<file path="src/cwd_pkg.sv">
// Package for the configuration word decoder: word offsets, field positions,
// reset values and the decoded settings carrier.
// Assumes one 200 MHz clock domain and a byte-addressed 32-bit register bus.
package cwd_pkg;

	// Printed word offsets, kept as register indexes; byte address is four times
	localparam logic [15:0] CWD_IDX_SECONDARY = 16'h57FC;
	localparam logic [15:0] CWD_IDX_PRIMARY = 16'h57FE;
	localparam logic [15:0] CWD_IDX_STATUS = 16'h5800;
	localparam logic [15:0] CWD_IDX_CONTROL = 16'h5801;

	localparam int CWD_ADDR_W = 18;
	localparam int CWD_WORD_W = 24;

	// Secondary word field positions
	localparam int CWD_S_TWO_SPEED = 15;
	localparam int CWD_S_PWM_LOCK = 14;
	localparam int CWD_S_PWM_PIN = 13;
	localparam int CWD_S_WIN_LSB = 11;
	localparam int CWD_S_OSC_LSB = 8;
	localparam int CWD_S_CKSM_LSB = 6;
	localparam int CWD_S_OSC_PIN_FN = 5;
	localparam int CWD_S_PIN_ONCE = 4;
	localparam int CWD_S_PWM_PWM_LOW_SIDE_POLARITY = 3;
	localparam int CWD_S_POSC_LSB = 0;

	// Primary word field positions
	localparam int CWD_P_RSVD_HI = 15;
	localparam int CWD_P_RSVD_LO = 14;
	localparam int CWD_P_CODE_PROT = 13;
	localparam int CWD_P_WRITE_PROT = 12;
	localparam int CWD_P_RSVD_TOOL = 11;
	localparam int CWD_P_PWM_PWM_HIGH_SIDE_POLARITY = 10;
	localparam int CWD_P_WDT_HARD = 7;
	localparam int CWD_P_WDT_WATCHDOG_WINDOW_DISABLE = 6;

	// Unimplemented upper byte
	localparam int CWD_UNIMPL_LSB = 16;
	localparam logic [7:0] CWD_UNIMPL_ONES = 8'hFF;

	// Shadow reset values: unprogrammed ones, clock-out pin bit factory zero
	localparam logic [23:0] CWD_SEC_RESET = 24'hFFFFDF;
	localparam logic [23:0] CWD_PRI_RESET = 24'hFFFFFF;

	// Status and control bit positions
	localparam int CWD_ST_LOADED = 0;
	localparam int CWD_ST_RSVD_ERR = 1;
	localparam int CWD_ST_OSC_INVALID = 2;
	localparam int CWD_ST_ON_SELECTED = 3;
	localparam int CWD_CT_SOFT_WDT = 0;
	localparam logic CWD_SOFT_WDT_RESET = 1'b0;

	// Window share in tenths of a percent
	localparam logic [9:0] CWD_WIN_24 = 10'd240;
	localparam logic [9:0] CWD_WIN_37_5 = 10'd375;
	localparam logic [9:0] CWD_WIN_50 = 10'd500;
	localparam logic [9:0] CWD_WIN_75 = 10'd750;

	typedef enum logic [2:0] {
		CWD_SRC_FRC = 3'h0,
		CWD_SRC_FRC_DIV_PLL = 3'h1,
		CWD_SRC_PRIMARY = 3'h2,
		CWD_SRC_PRIMARY_PLL = 3'h3,
		CWD_SRC_SECONDARY = 3'h4,
		CWD_SRC_LOW_POWER_RC_OSC = 3'h5,
		CWD_SRC_INVALID = 3'h6,
		CWD_SRC_FRC_DIV = 3'h7
	} cwd_osc_t;

	typedef enum logic [1:0] {
		CWD_POSC_EXT_CLOCK = 2'h0,
		CWD_POSC_MEDIUM_XTAL = 2'h1,
		CWD_POSC_HIGH_XTAL = 2'h2,
		CWD_POSC_DISABLED = 2'h3
	} cwd_posc_t;

	typedef struct packed {
		logic code_protect_en;
		logic write_protect_en;
		logic two_speed_startup;
		logic pwm_key_required;
		logic pwm_pin_reset_mode;
		logic pwm_high_side_polarity;
		logic pwm_low_side_polarity;
		logic [9:0] watchdog_window_tenths;
		cwd_osc_t osc_source;
		logic osc_source_valid;
		logic clock_switch_en;
		logic fail_safe_monitor_en;
		logic pin_select_single_config;
		logic second_osc_pin_clock_out;
		logic second_osc_pin_gpio;
		cwd_posc_t primary_osc_mode;
		logic watchdog_run;
		logic low_power_rc_osc_may_stop;
		logic soft_enable_ignored;
		logic watchdog_windowed;
	} cwd_settings_t;

endpackage : cwd_pkg

</file>
<file path="src/cwd_config_decoder.sv">
// Configuration word decoder: fetches the two configuration words from flash
// after every reset, keeps shadow copies and decodes them into settings.
// Assumes a flash read port that answers each request with a valid pulse and
// an Avalon-MM master for the register view; all inputs are on CLK.
`timescale 1ns/100ps

// Summary of operation
// - After power-on reset, copy both flash words into shadows; settings decode shadows.
// - Bits 23 to 16 of each word always read back as one.
// - Without motor PWM, PWM lock, pin mode and polarity bits read one.
// - Code protect bit one leaves memory open; zero protects all program memory.
// - Write protect bit one keeps user memory writable; zero protects it.
// - Two-speed start runs fast RC until selected source ready, else selected directly.
// - PWM lock one requires key sequence for PWM writes; zero allows free writes.
// - Window field 11/10/01/00 gives 24, 37.5, 50, 75 percent open window.
// - Oscillator select three-bit code picks one of seven sources; 110 reserved.
// - Clock switch field 1x off, 01 switching only, 00 switching plus monitor.
// - Pin-select bit one allows one remap; zero allows unlimited remaps.
// - Outside crystal modes, second oscillator pin is clock out or GPIO.
// - Primary mode 11 off, 10 high-speed crystal, 01 medium crystal, 00 external.
// - Hard watchdog enable runs watchdog always; soft clear ignored; RC kept on.
// - Hard enable zero gives software control; clearing soft enable may stop RC.
// - Window disable one gives non-window mode; zero gives window mode.
// - Second oscillator pin function bit resets to factory value zero; the flash fetch overwrites it.
// - Configuration reloads from flash on every device reset kind.
module cwd_config_decoder #(
	parameter bit HAS_MOTOR_PWM = 1'b1
) (
	// Clock and reset
	input wire logic CLK,
	input wire logic ARST_N,
	// Device reset request other than power-on, one-cycle pulse
	input wire logic DEV_RESET,
	// Flash read port
	output logic FLASH_REQ,
	output logic [15:0] FLASH_INDEX,
	input wire logic FLASH_VALID,
	input wire logic [cwd_pkg::CWD_WORD_W-1:0] FLASH_DATA,
	// Oscillator readiness from the clock block
	input wire logic SEL_SRC_READY,
	// Avalon-MM slave
	input wire logic [cwd_pkg::CWD_ADDR_W-1:0] AVS_ADDRESS,
	input wire logic AVS_READ,
	input wire logic AVS_WRITE,
	input wire logic [3:0] AVS_BYTEENABLE,
	input wire logic [31:0] AVS_WRITEDATA,
	output logic [31:0] AVS_READDATA,
	output logic AVS_WAITREQUEST,
	// Decoded settings
	output cwd_pkg::cwd_settings_t SETTINGS,
	output logic SETTINGS_VALID,
	output logic START_ON_FRC
);
	import cwd_pkg::*;

	typedef enum logic [1:0] {
		CWD_LD_SECONDARY,
		CWD_LD_PRIMARY,
		CWD_LD_RUN
	} cwd_load_t;

	cwd_load_t load_q;
	logic [CWD_WORD_W-1:0] sec_q;
	logic [CWD_WORD_W-1:0] pri_q;
	logic [CWD_WORD_W-1:0] fetched;
	logic soft_wdt_q;
	logic start_frc_q;
	logic ack_q;
	logic [31:0] rdata_q;
	logic [15:0] bus_index;
	logic bus_aligned;
	logic bus_req;
	logic rsvd_err;
	cwd_settings_t dec;

	// Force the unimplemented byte, and the PWM bits on variants without PWM
	always_comb begin
		fetched = FLASH_DATA;
		fetched[CWD_WORD_W-1:CWD_UNIMPL_LSB] = CWD_UNIMPL_ONES;
		if (!HAS_MOTOR_PWM) begin
			if (load_q == CWD_LD_SECONDARY) begin
				fetched[CWD_S_PWM_LOCK] = 1'b1;
				fetched[CWD_S_PWM_PIN] = 1'b1;
				fetched[CWD_S_PWM_PWM_LOW_SIDE_POLARITY] = 1'b1;
			end else begin
				fetched[CWD_P_PWM_PWM_HIGH_SIDE_POLARITY] = 1'b1;
			end
		end
	end

	// Load sequence; any device reset restarts it
	always_ff @(posedge CLK or negedge ARST_N) begin
		if (!ARST_N) begin
			load_q <= CWD_LD_SECONDARY;
		end else if (DEV_RESET) begin
			load_q <= CWD_LD_SECONDARY;
		end else begin
			unique case (load_q)
				CWD_LD_SECONDARY: begin
					if (FLASH_VALID) begin
						load_q <= CWD_LD_PRIMARY;
					end
				end
				CWD_LD_PRIMARY: begin
					if (FLASH_VALID) begin
						load_q <= CWD_LD_RUN;
					end
				end
				CWD_LD_RUN: begin
					load_q <= CWD_LD_RUN;
				end
			endcase
		end
	end

	// Shadow copies only change from the flash fetch
	always_ff @(posedge CLK or negedge ARST_N) begin
		if (!ARST_N) begin
			sec_q <= CWD_SEC_RESET;
			pri_q <= CWD_PRI_RESET;
		end else if (FLASH_VALID && !DEV_RESET) begin
			if (load_q == CWD_LD_SECONDARY) begin
				sec_q <= fetched;
			end else if (load_q == CWD_LD_PRIMARY) begin
				pri_q <= fetched;
			end
		end
	end

	always_comb begin
		FLASH_REQ = (load_q != CWD_LD_RUN) && !DEV_RESET;
		FLASH_INDEX = (load_q == CWD_LD_PRIMARY) ? CWD_IDX_PRIMARY : CWD_IDX_SECONDARY;
		SETTINGS_VALID = (load_q == CWD_LD_RUN);
	end

	// Reserved bits the programmer must set up; flagged, not corrected
	assign rsvd_err = pri_q[CWD_P_RSVD_HI] || pri_q[CWD_P_RSVD_LO]
		|| !pri_q[CWD_P_RSVD_TOOL];

	// Field decode
	always_comb begin
		dec = '0;
		dec.code_protect_en = !pri_q[CWD_P_CODE_PROT];
		dec.write_protect_en = !pri_q[CWD_P_WRITE_PROT];
		dec.two_speed_startup = sec_q[CWD_S_TWO_SPEED];
		dec.pwm_key_required = sec_q[CWD_S_PWM_LOCK];
		dec.pwm_pin_reset_mode = sec_q[CWD_S_PWM_PIN];
		dec.pwm_high_side_polarity = pri_q[CWD_P_PWM_PWM_HIGH_SIDE_POLARITY];
		dec.pwm_low_side_polarity = sec_q[CWD_S_PWM_PWM_LOW_SIDE_POLARITY];
		unique case (sec_q[CWD_S_WIN_LSB +: 2])
			2'h3: dec.watchdog_window_tenths = CWD_WIN_24;
			2'h2: dec.watchdog_window_tenths = CWD_WIN_37_5;
			2'h1: dec.watchdog_window_tenths = CWD_WIN_50;
			2'h0: dec.watchdog_window_tenths = CWD_WIN_75;
		endcase
		dec.osc_source = cwd_osc_t'(sec_q[CWD_S_OSC_LSB +: 3]);
		dec.osc_source_valid = (dec.osc_source != CWD_SRC_INVALID);
		dec.clock_switch_en = !sec_q[CWD_S_CKSM_LSB + 1];
		dec.fail_safe_monitor_en = (sec_q[CWD_S_CKSM_LSB +: 2] == 2'h0);
		dec.pin_select_single_config = sec_q[CWD_S_PIN_ONCE];
		dec.primary_osc_mode = cwd_posc_t'(sec_q[CWD_S_POSC_LSB +: 2]);
		// Crystal modes own the pin, so neither function applies there
		if (dec.primary_osc_mode != CWD_POSC_MEDIUM_XTAL
				&& dec.primary_osc_mode != CWD_POSC_HIGH_XTAL) begin
			dec.second_osc_pin_clock_out = sec_q[CWD_S_OSC_PIN_FN];
			dec.second_osc_pin_gpio = !sec_q[CWD_S_OSC_PIN_FN];
		end
		if (pri_q[CWD_P_WDT_HARD]) begin
			dec.watchdog_run = 1'b1;
			dec.low_power_rc_osc_may_stop = 1'b0;
			dec.soft_enable_ignored = 1'b1;
		end else begin
			dec.watchdog_run = soft_wdt_q;
			dec.low_power_rc_osc_may_stop = !soft_wdt_q;
			dec.soft_enable_ignored = 1'b0;
		end
		dec.watchdog_windowed = !pri_q[CWD_P_WDT_WATCHDOG_WINDOW_DISABLE];
	end

	// Reserved source code drives no selection at all
	always_comb begin
		SETTINGS = dec;
		if (!dec.osc_source_valid) begin
			SETTINGS.osc_source = CWD_SRC_INVALID;
		end
	end

	// Two-speed start: stay on fast RC until the selected source is ready
	always_ff @(posedge CLK or negedge ARST_N) begin
		if (!ARST_N) begin
			start_frc_q <= 1'b1;
		end else if (DEV_RESET || load_q != CWD_LD_RUN) begin
			start_frc_q <= 1'b1;
		end else if (!dec.two_speed_startup || SEL_SRC_READY) begin
			start_frc_q <= 1'b0;
		end
	end

	assign START_ON_FRC = start_frc_q && dec.two_speed_startup && SETTINGS_VALID;

	// Register bus: one wait cycle, then the answer from flops
	assign bus_req = AVS_READ || AVS_WRITE;
	assign bus_index = AVS_ADDRESS[17:2];
	assign bus_aligned = (AVS_ADDRESS[1:0] == 2'h0);
	// Loading stalls the bus so a read never sees half-loaded shadows
	assign AVS_WAITREQUEST = bus_req && !ack_q;
	assign AVS_READDATA = rdata_q;

	always_ff @(posedge CLK or negedge ARST_N) begin
		if (!ARST_N) begin
			ack_q <= 1'b0;
		end else if (ack_q) begin
			ack_q <= 1'b0;
		end else begin
			// A reload request must not complete a transfer against shadows about to change
			ack_q <= bus_req && (load_q == CWD_LD_RUN) && !DEV_RESET;
		end
	end

	always_ff @(posedge CLK or negedge ARST_N) begin
		if (!ARST_N) begin
			rdata_q <= 32'h0000_0000;
		end else if (AVS_READ && !ack_q && load_q == CWD_LD_RUN && !DEV_RESET) begin
			rdata_q <= 32'h0000_0000;
			if (bus_aligned) begin
				unique case (bus_index)
					CWD_IDX_SECONDARY: rdata_q[CWD_WORD_W-1:0] <= sec_q;
					CWD_IDX_PRIMARY: rdata_q[CWD_WORD_W-1:0] <= pri_q;
					CWD_IDX_STATUS: begin
						rdata_q[CWD_ST_LOADED] <= 1'b1;
						rdata_q[CWD_ST_RSVD_ERR] <= rsvd_err;
						rdata_q[CWD_ST_OSC_INVALID] <= !dec.osc_source_valid;
						rdata_q[CWD_ST_ON_SELECTED] <= !START_ON_FRC;
					end
					CWD_IDX_CONTROL: rdata_q[CWD_CT_SOFT_WDT] <= soft_wdt_q;
					default: rdata_q <= 32'h0000_0000;
				endcase
			end
		end
	end

	// Software watchdog enable; the only writable bit, shadows stay read-only
	always_ff @(posedge CLK or negedge ARST_N) begin
		if (!ARST_N) begin
			soft_wdt_q <= CWD_SOFT_WDT_RESET;
		end else if (DEV_RESET) begin
			soft_wdt_q <= CWD_SOFT_WDT_RESET;
		end else if (AVS_WRITE && ack_q && bus_aligned && AVS_BYTEENABLE[0]
				&& bus_index == CWD_IDX_CONTROL) begin
			soft_wdt_q <= AVS_WRITEDATA[CWD_CT_SOFT_WDT];
		end
	end

endmodule : cwd_config_decoder

</file>
<file path="config.mk">
export PLATFORM = sky130hd
export DESIGN_NAME = cwd_config_decoder
export DESIGN_NICKNAME = d
export VERILOG_FILES = /design/src/cwd_pkg.sv /design/src/cwd_config_decoder.sv
export SDC_FILE = /design/constraint.sdc
export NUM_CORES = 1
export LEC_CHECK = 0
export BUFFER_PORTS_ARGS = -buffer_cell sky130_fd_sc_hd__buf_2
export CORE_MARGIN = 8
export CORE_UTILIZATION = 47
export CTS_CLUSTER_DIAMETER = 40
export CTS_CLUSTER_SIZE = 8
export DETAILED_ROUTE_END_ITERATION = 10
export HOLD_SLACK_MARGIN = 0.08
export PLACE_DENSITY = 0.87
export SYNTH_ARGS = -nofsm -noshare
export SYNTH_HDL_FRONTEND = slang
export SYNTH_SLANG_ARGS = --single-unit
</file>
<file path="constraint.sdc">
create_clock -name CLK -period 3 [get_ports CLK]
set_input_delay 0.3 -clock CLK [delete_from_list [all_inputs] [get_ports CLK]]
set_output_delay 0.3 -clock CLK [all_outputs]
set_load 0.03 [all_outputs]
</file>
==> results of run 1 <==
-- cell families after synthesis --
family	share of synthesized area, %
xor+xnor	0.3007
other cells	0.2578
fa+ha+maj	3.866
compound gates	4.639
buf+inv	14.73
mux	17.87
simple gates	10.57
flops	47.77
-- worst max-delay path by stage --
stage,from,end,slack [ns],depth (start not counted)
2_1_floorplan,load_q[0]$_DFFE_PN0P_,AVS_READDATA[2]$_DFFE_PN0P_,1.13,8
5_1_grt,load_q[0]$_DFFE_PN0P_,AVS_READDATA[9]$_DFFE_PN0P_,0.81,6
3_5_place_dp,load_q[0]$_DFFE_PN0P_,AVS_READDATA[2]$_DFFE_PN0P_,1.03,6
3_3_place_gp,load_q[0]$_DFFE_PN0P_,AVS_READDATA[3]$_DFFE_PN0P_,1.12,6
4_1_cts,load_q[0]$_DFFE_PN0P_,AVS_READDATA[7]$_DFFE_PN0P_,1.01,6
6_report,load_q[0]$_DFFE_PN0P_,AVS_READDATA[3]$_DFFE_PN0P_,1.00,6
-- synthesized netlist by cell type, drive strengths merged --
cell / count / area share, %
a21oi: 2 / 0.34
and2: 1 / 0.21
and3: 1 / 0.21
buf: 48 / 12
clkbuf: 4 / 0.52
conb: 2 / 0.26
dfrtp: 22 / 19
dfstp: 32 / 29
ha: 9 / 3.9
inv: 16 / 2.1
mux2: 32 / 12
mux2i: 16 / 5.5
nand2: 22 / 2.9
nand3b: 1 / 0.26
nand4: 4 / 0.86
nand4b: 1 / 0.30
nand4bb: 2 / 0.77
nor2: 11 / 1.4
nor2b: 2 / 0.43
nor3: 1 / 0.34
nor3b: 1 / 0.26
nor4: 3 / 1.2
nor4b: 1 / 0.52
o21ai: 15 / 2.6
o221ai: 4 / 1.2
o31ai: 2 / 0.52
or2: 2 / 0.43
or3: 1 / 0.21
or4: 1 / 0.26
xor2: 1 / 0.30
-- sequential cells by signal, summed over array words and instances, names as in the netlist --
register	count
load_q	2
sec_q	16
pri_q	16
start_frc_q	1
AVS_READDATA	17
soft_wdt_q	1
ack_q	1
-- metrics by stage --
step | hold WS (ns) | util, % | cells | cell area [um^2] | power (mW)
3_3_place_gp | 0.4568 | 54.47 | 409 | 3244 | 2.740
6_report | 0.1166 | 56.32 | 417 | 3354 | 3.260
5_1_grt | 0.1381 | 56.32 | 417 | 3354 | 3.457
2_1_floorplan | 0.004409 | - | 283 | 2999 | 2.507
4_1_cts | 0.1274 | 56.32 | 417 | 3354 | 3.294
3_5_place_dp | 0.4624 | 54.47 | 409 | 3244 | 2.807
-- power by group through the flow --
stage          sequential, mW  clock [mW]  combinational [mW]
3_3_place_gp             1.30           0                1.44
3_5_place_dp             1.33           0                1.48
5_1_grt                  1.35       0.520                1.59
4_1_cts                  1.31       0.494                1.49
2_1_floorplan            1.26           0                1.25
6_report                 1.31       0.478                1.47
-- metal layers --
metal	vias up	GRT usage, %	wire length [um]
li1	963	-	-
met1	1007	15.48	2390
met2	82	29.32	3765
met3	2	3.810	715
met4	0	5.202	40
met5	-	0	0
-- worst max-delay path, cell delays in order, from the launching register on --
cell,delay [ns]
dfrtp_1,0.43
inv_1,0.10
ha_1,0.26
nand4bb_1,0.20
nor4_4,0.31
nand2_2,0.32
o221ai_1,0.29
-- area by class of cell --
cell class / instances / area, um^2 / share of cell area, %
Multi-Input combinational cell: 161 / 1179 / 35.14
Clock buffer: 6 / 72.57 / 2.163
Clock inverter: 2 / 37.54 / 1.119
Tap cell: 75 / 93.84 / 2.797
Timing Repair Buffer: 103 / 520.5 / 15.52
Sequential cell: 54 / 1391 / 41.48
Inverter: 16 / 60.06 / 1.790
==> results.toml, run 1 <==
[synth]
syn_inst = 260
synth_cell_types = 35
netlist_area_mm2 = 0.002913
syn_area_per_cell_um2 = 11.20
synth-seq-cells = 54
yosys_warnings = 0
synth.yosys.seq_area_share_pct = 47.77

[die]
die_y_um = 94.73
start_util_pct = 48.91
dieArea_mm2 = 0.008973
die_w_um = 94.73
fp-row-count = 28
core_mm2 = 0.005956
num_io_pins = 169

[finish]
n_antenna_cell = 0
drive_gt1_share_pct = 52.63
area_growth_pct = 15.16
n_fill_cell = 542
nets = 435
final_cell_mix = "buf_2 (101), mux2_2 (32), dfstp_2 (32), conb_1 (25), dfrtp_1 (22)"
layout_commonest_cell = "buf_2"

[clock_tree]
cts_sinks = 54
post_cts_resized = 0
clockRootBuffer = "clkbuf_8"
post-cts-setup-buffers = 0
htree_levels = 2
clk_pin_slew_ns = 0.09
cts_buffers = 5
cts_tree = "done"
clk_latency_ns = 0.30
cts_buffer_depth = 2
ctsHoldBuffers = 0

[grt]
grt.overflow.total = 0
grt_start_max_net_pins = 55
grt_pass1_vias = 2241
antenna_found_initial = 0
grt_pass1_wl_um = 10810
grt_usage_pct = 15.23

[run]
max-cap-violations = 0

[power_and_ir_drop]
power_density_mw_per_mm2 = 972.0
power_frac_comb_pct = 45.1
seqPwrFrac_pct = 40.2
ir_worst_vdd_uv = 463.9
leakagePower_nw = 1.718
power_switching_share_pct = 42.08
p_int_mw = 1.889
p_switching_mw = 1.372
clock_power_share_pct = 14.7

[timing]
rsz0062_at_grt = "no"
maxSlewViolCount = 0
slew_headroom_pct = 44.26
finalCriticalPeriod_ns = 1.995
setup_violations = 0
fin_worst_skew_ns = 0.005074
tns_ns = 0
hold_viol = 0
finalCritPeriodShare_pct = 66.51
worst_pin_slew_ns = 0.8340
worst_slack_ns = 1.005
clock.fmax_ghz = 0.5012

[setup_path]
arrival_ns = 2.21
r2r_start = "load_q[0]$_DFFE_PN0P_"
reg2reg_depth = 6
required_ns = 3.21
rr_endpoint = "AVS_READDATA[3]$_DFFE_PN0P_"
path_class = "reg2reg"
end_kind = "register"
startpoint_type = "register"
critPathMaxFanout = 17
rrSetupSlack_ns = 1.00

[route]
vias_per_cell = 4.926
finalWirelength_um = 6912
route.detailed.wl_per_inst_um = 16.58
ant_nets = 0
vias = 2054
first_pass_iters = 4
drtIter0Drc = 53
drc = 0

[min_path]
hold_class = "in2async"

[place]
gp_congestion = 0.7887
io_buffers = 101
place_ws_ns = 1.033
dp_hpwl_um = 5173

[run_status]
status = "finished, final reports clean"
Power figures use the tool's default switching activity.
==> inputs of run 2 (changes only) <==
--- a/config.mk
+++ b/config.mk
@@ -7,12 +7,12 @@
 export LEC_CHECK = 0
 export BUFFER_PORTS_ARGS = -buffer_cell sky130_fd_sc_hd__buf_2
 export CORE_MARGIN = 8
-export CORE_UTILIZATION = 47
+export CORE_UTILIZATION = 44
 export CTS_CLUSTER_DIAMETER = 40
 export CTS_CLUSTER_SIZE = 8
 export DETAILED_ROUTE_END_ITERATION = 10
 export HOLD_SLACK_MARGIN = 0.08
-export PLACE_DENSITY = 0.87
+export PLACE_DENSITY = 0.82
 export SYNTH_ARGS = -nofsm -noshare
 export SYNTH_HDL_FRONTEND = slang
 export SYNTH_SLANG_ARGS = --single-unit
==> constraint.sdc (replaced) <==
create_clock -name CLK -period 1.9 [get_ports CLK]
set_input_delay 0.19 -clock CLK [delete_from_list [all_inputs] [get_ports CLK]]
set_output_delay 0.19 -clock CLK [all_outputs]
set_load 0.03 [all_outputs]
==> run 2 against run 1 <==
Net effect: maximum frequency is 13% higher; utilization fell by 1.4 points; final cell count grew 2.2%; clock skew grew 0.0012 ns; via count up 2.1%; first-iteration DRC count down 5.7%; critical path depth rose by 1; hold slack improved by 0.017 ns; clock power is 62% higher; largest cell class unchanged.
==> results.toml, run 2 (synthesized netlist as in run 1, its figures left out) <==
[finish]
area_growth_pct = 20.45
largest_reg_flops = 17
layout_commonest_cell = "buf_2"
n_antenna_cell = 0
fin_util_pct = 54.94
drive_gt1_share_pct = 54.44
nets = 443
final_cell_mix = "buf_2 (101), mux2_2 (32), dfstp_2 (32), conb_1 (25), dfrtp_1 (22)"

[setup_path]
crit_family = "simple AND/OR/NAND/NOR gates"
crit_start = "load_q[0]$_DFFE_PN0P_"
critPathBufInv = 2
required_ns = 2.11
end_kind = "register"
crit_chain = "inv_1 > ha_4 > nand4bb_4 > nor4_4 > nand4_1 > buf_4 > o221ai_1"
max_stage_delay_ns = 0.39
startpoint_type = "register"
path_class = "reg2reg"
r2r_start = "load_q[0]$_DFFE_PN0P_"
arrival_ns = 1.97
cpMaxStageDelayCell = "dfrtp_1"
critPathMaxFanout = 3

[grt]
grt_pass1_vias = 2286
grt_pass1_wl_um = 11370
grt_start_max_net_pins = 31
antenna_found_initial = 0
grt.overflow.total = 0
grt_usage_pct = 14.52

[power_and_ir_drop]
power_switching_share_pct = 41.41
power_density_mw_per_mm2 = 1498
seqPwrFrac_pct = 39.1
ir_worst_vdd_uv = 785.2
p_int_mw = 3.079
power_frac_comb_pct = 46.1
p_switching_mw = 2.176
clock_power_share_pct = 14.8
leakagePower_nw = 1.796
fin_total_pwr_mw = 5.256

[timing]
hold_viol = 0
fin_worst_skew_ns = 0.006278
worst_pin_slew_ns = 0.5503
finalCriticalPeriod_ns = 1.760
clock.fmax_ghz = 0.5681
slew_headroom_pct = 63.32
setup_violations = 0
finalCritPeriodShare_pct = 92.64
maxSlewViolCount = 0

[route]
ant_nets = 0
vias_per_cell = 4.923
finalWirelength_um = 6931
drtIter0Drc = 50
vias = 2097
drc = 0
route.detailed.wl_per_inst_um = 16.27
first_pass_iters = 4

[place]
dp_hpwl_um = 5252
gp_congestion = 0.7687
io_buffers = 101

[clock_tree]
htree_levels = 2
cts_sinks = 54
cts_tree = "done"
clk_pin_slew_ns = 0.09
cts_buffers = 5
cts_buffer_depth = 2
clk_latency_ns = 0.29
clockRootBuffer = "clkbuf_8"

[run_status]
status = "finished, final reports clean"

[run]
max-cap-violations = 0

[die]
fp-row-count = 29
die_y_um = 97.37
num_io_pins = 169
dieArea_mm2 = 0.009480
die_w_um = 97.37
start_util_pct = 45.61
core_mm2 = 0.006386

[min_path]
hold_class = "in2reg"
worstHoldStart = "FLASH_DATA[2]"
run 2: cell types whose count changed in the layout (fill, tap and decap cells not counted), moves of 2 or more:
cell,previous run,this run
buf_12,0,3
buf_4,2,5
dlygate4sd3_1,0,2
o221ai_1,4,2
o221ai_2,0,2
run 2: layout make-up:
type                    count  area [um^2]
inverters                  16        60.06
fillers                   579         2878
clock inverters             1        30.03
flip-flops and latches     54         1391
multi-input cells         161         1225
repair buffers            111        623.1
well taps                  77        96.34
clock buffers               6        82.58
run 2: final timing paths:
path	end	slack, ns	cells past startpoint
setup / recovery	AVS_READDATA[1]$_DFFE_PN0P_	0.14	7
min in group asynchronous	AVS_READDATA[4]$_DFFE_PN0P_	0.41	2
hold reg to reg	AVS_READDATA[4]$_DFFE_PN0P_	0.49	2
hold / removal	pri_q[2]$_DFFE_PN1P_	0.13	2
setup reg to reg	AVS_READDATA[1]$_DFFE_PN0P_	0.14	7
max in group asynchronous	sec_q[15]$_DFFE_PN1P_	0.86	3
run 2: layer usage:
metal | GRT usage (%) | part of all wire (%)
met3 | 5.334 | 8.7
met1 | 14.91 | 38
met2 | 25.76 | 51
met4 | 6.294 | 2.2
met5 | 0 | 0
run 2: power by group through the flow:
| stage | sequential, mW | clock, mW | combinational (mW) |
|---|---|---|---|
| after global routing | 2.12 | 0.838 | 2.62 |
| final | 2.06 | 0.775 | 2.42 |
| after floorplan | 1.99 | 0 | 1.97 |
| after global placement | 2.06 | 0 | 2.33 |
| after detailed placement | 2.08 | 0 | 2.38 |
| after CTS | 2.06 | 0.808 | 2.39 |
run 2: metrics by stage:
| stage | hold WS, ns | worst slack (ns) | instances | TNS [ns] | instance area, um^2 |
|---|---|---|---|---|---|
| after floorplan | -0.1056 | 0.02660 | 283 | 0 | 2999 |
| after CTS | 0.1209 | 0.0005129 | 424 | 0 | 3447 |
| after global routing | 0.1267 | -0.05665 | 426 | -0.07777 | 3508 |
| after detailed placement | 0.2084 | 0.02034 | 415 | 0 | 3314 |
| after global placement | 0.2011 | 0.1148 | 415 | 0 | 3314 |
| final | 0.1335 | 0.1399 | 426 | 0 | 3508 |
run 2: what timing repair did:
item                                    in CTS  in global routing
hold endpoints to repair                     8                  0
gates resized for setup                      0                  6
hold buffers                                 2                  0
buffers inserted                             0                  2
endpoints found under the setup margin       0                 16
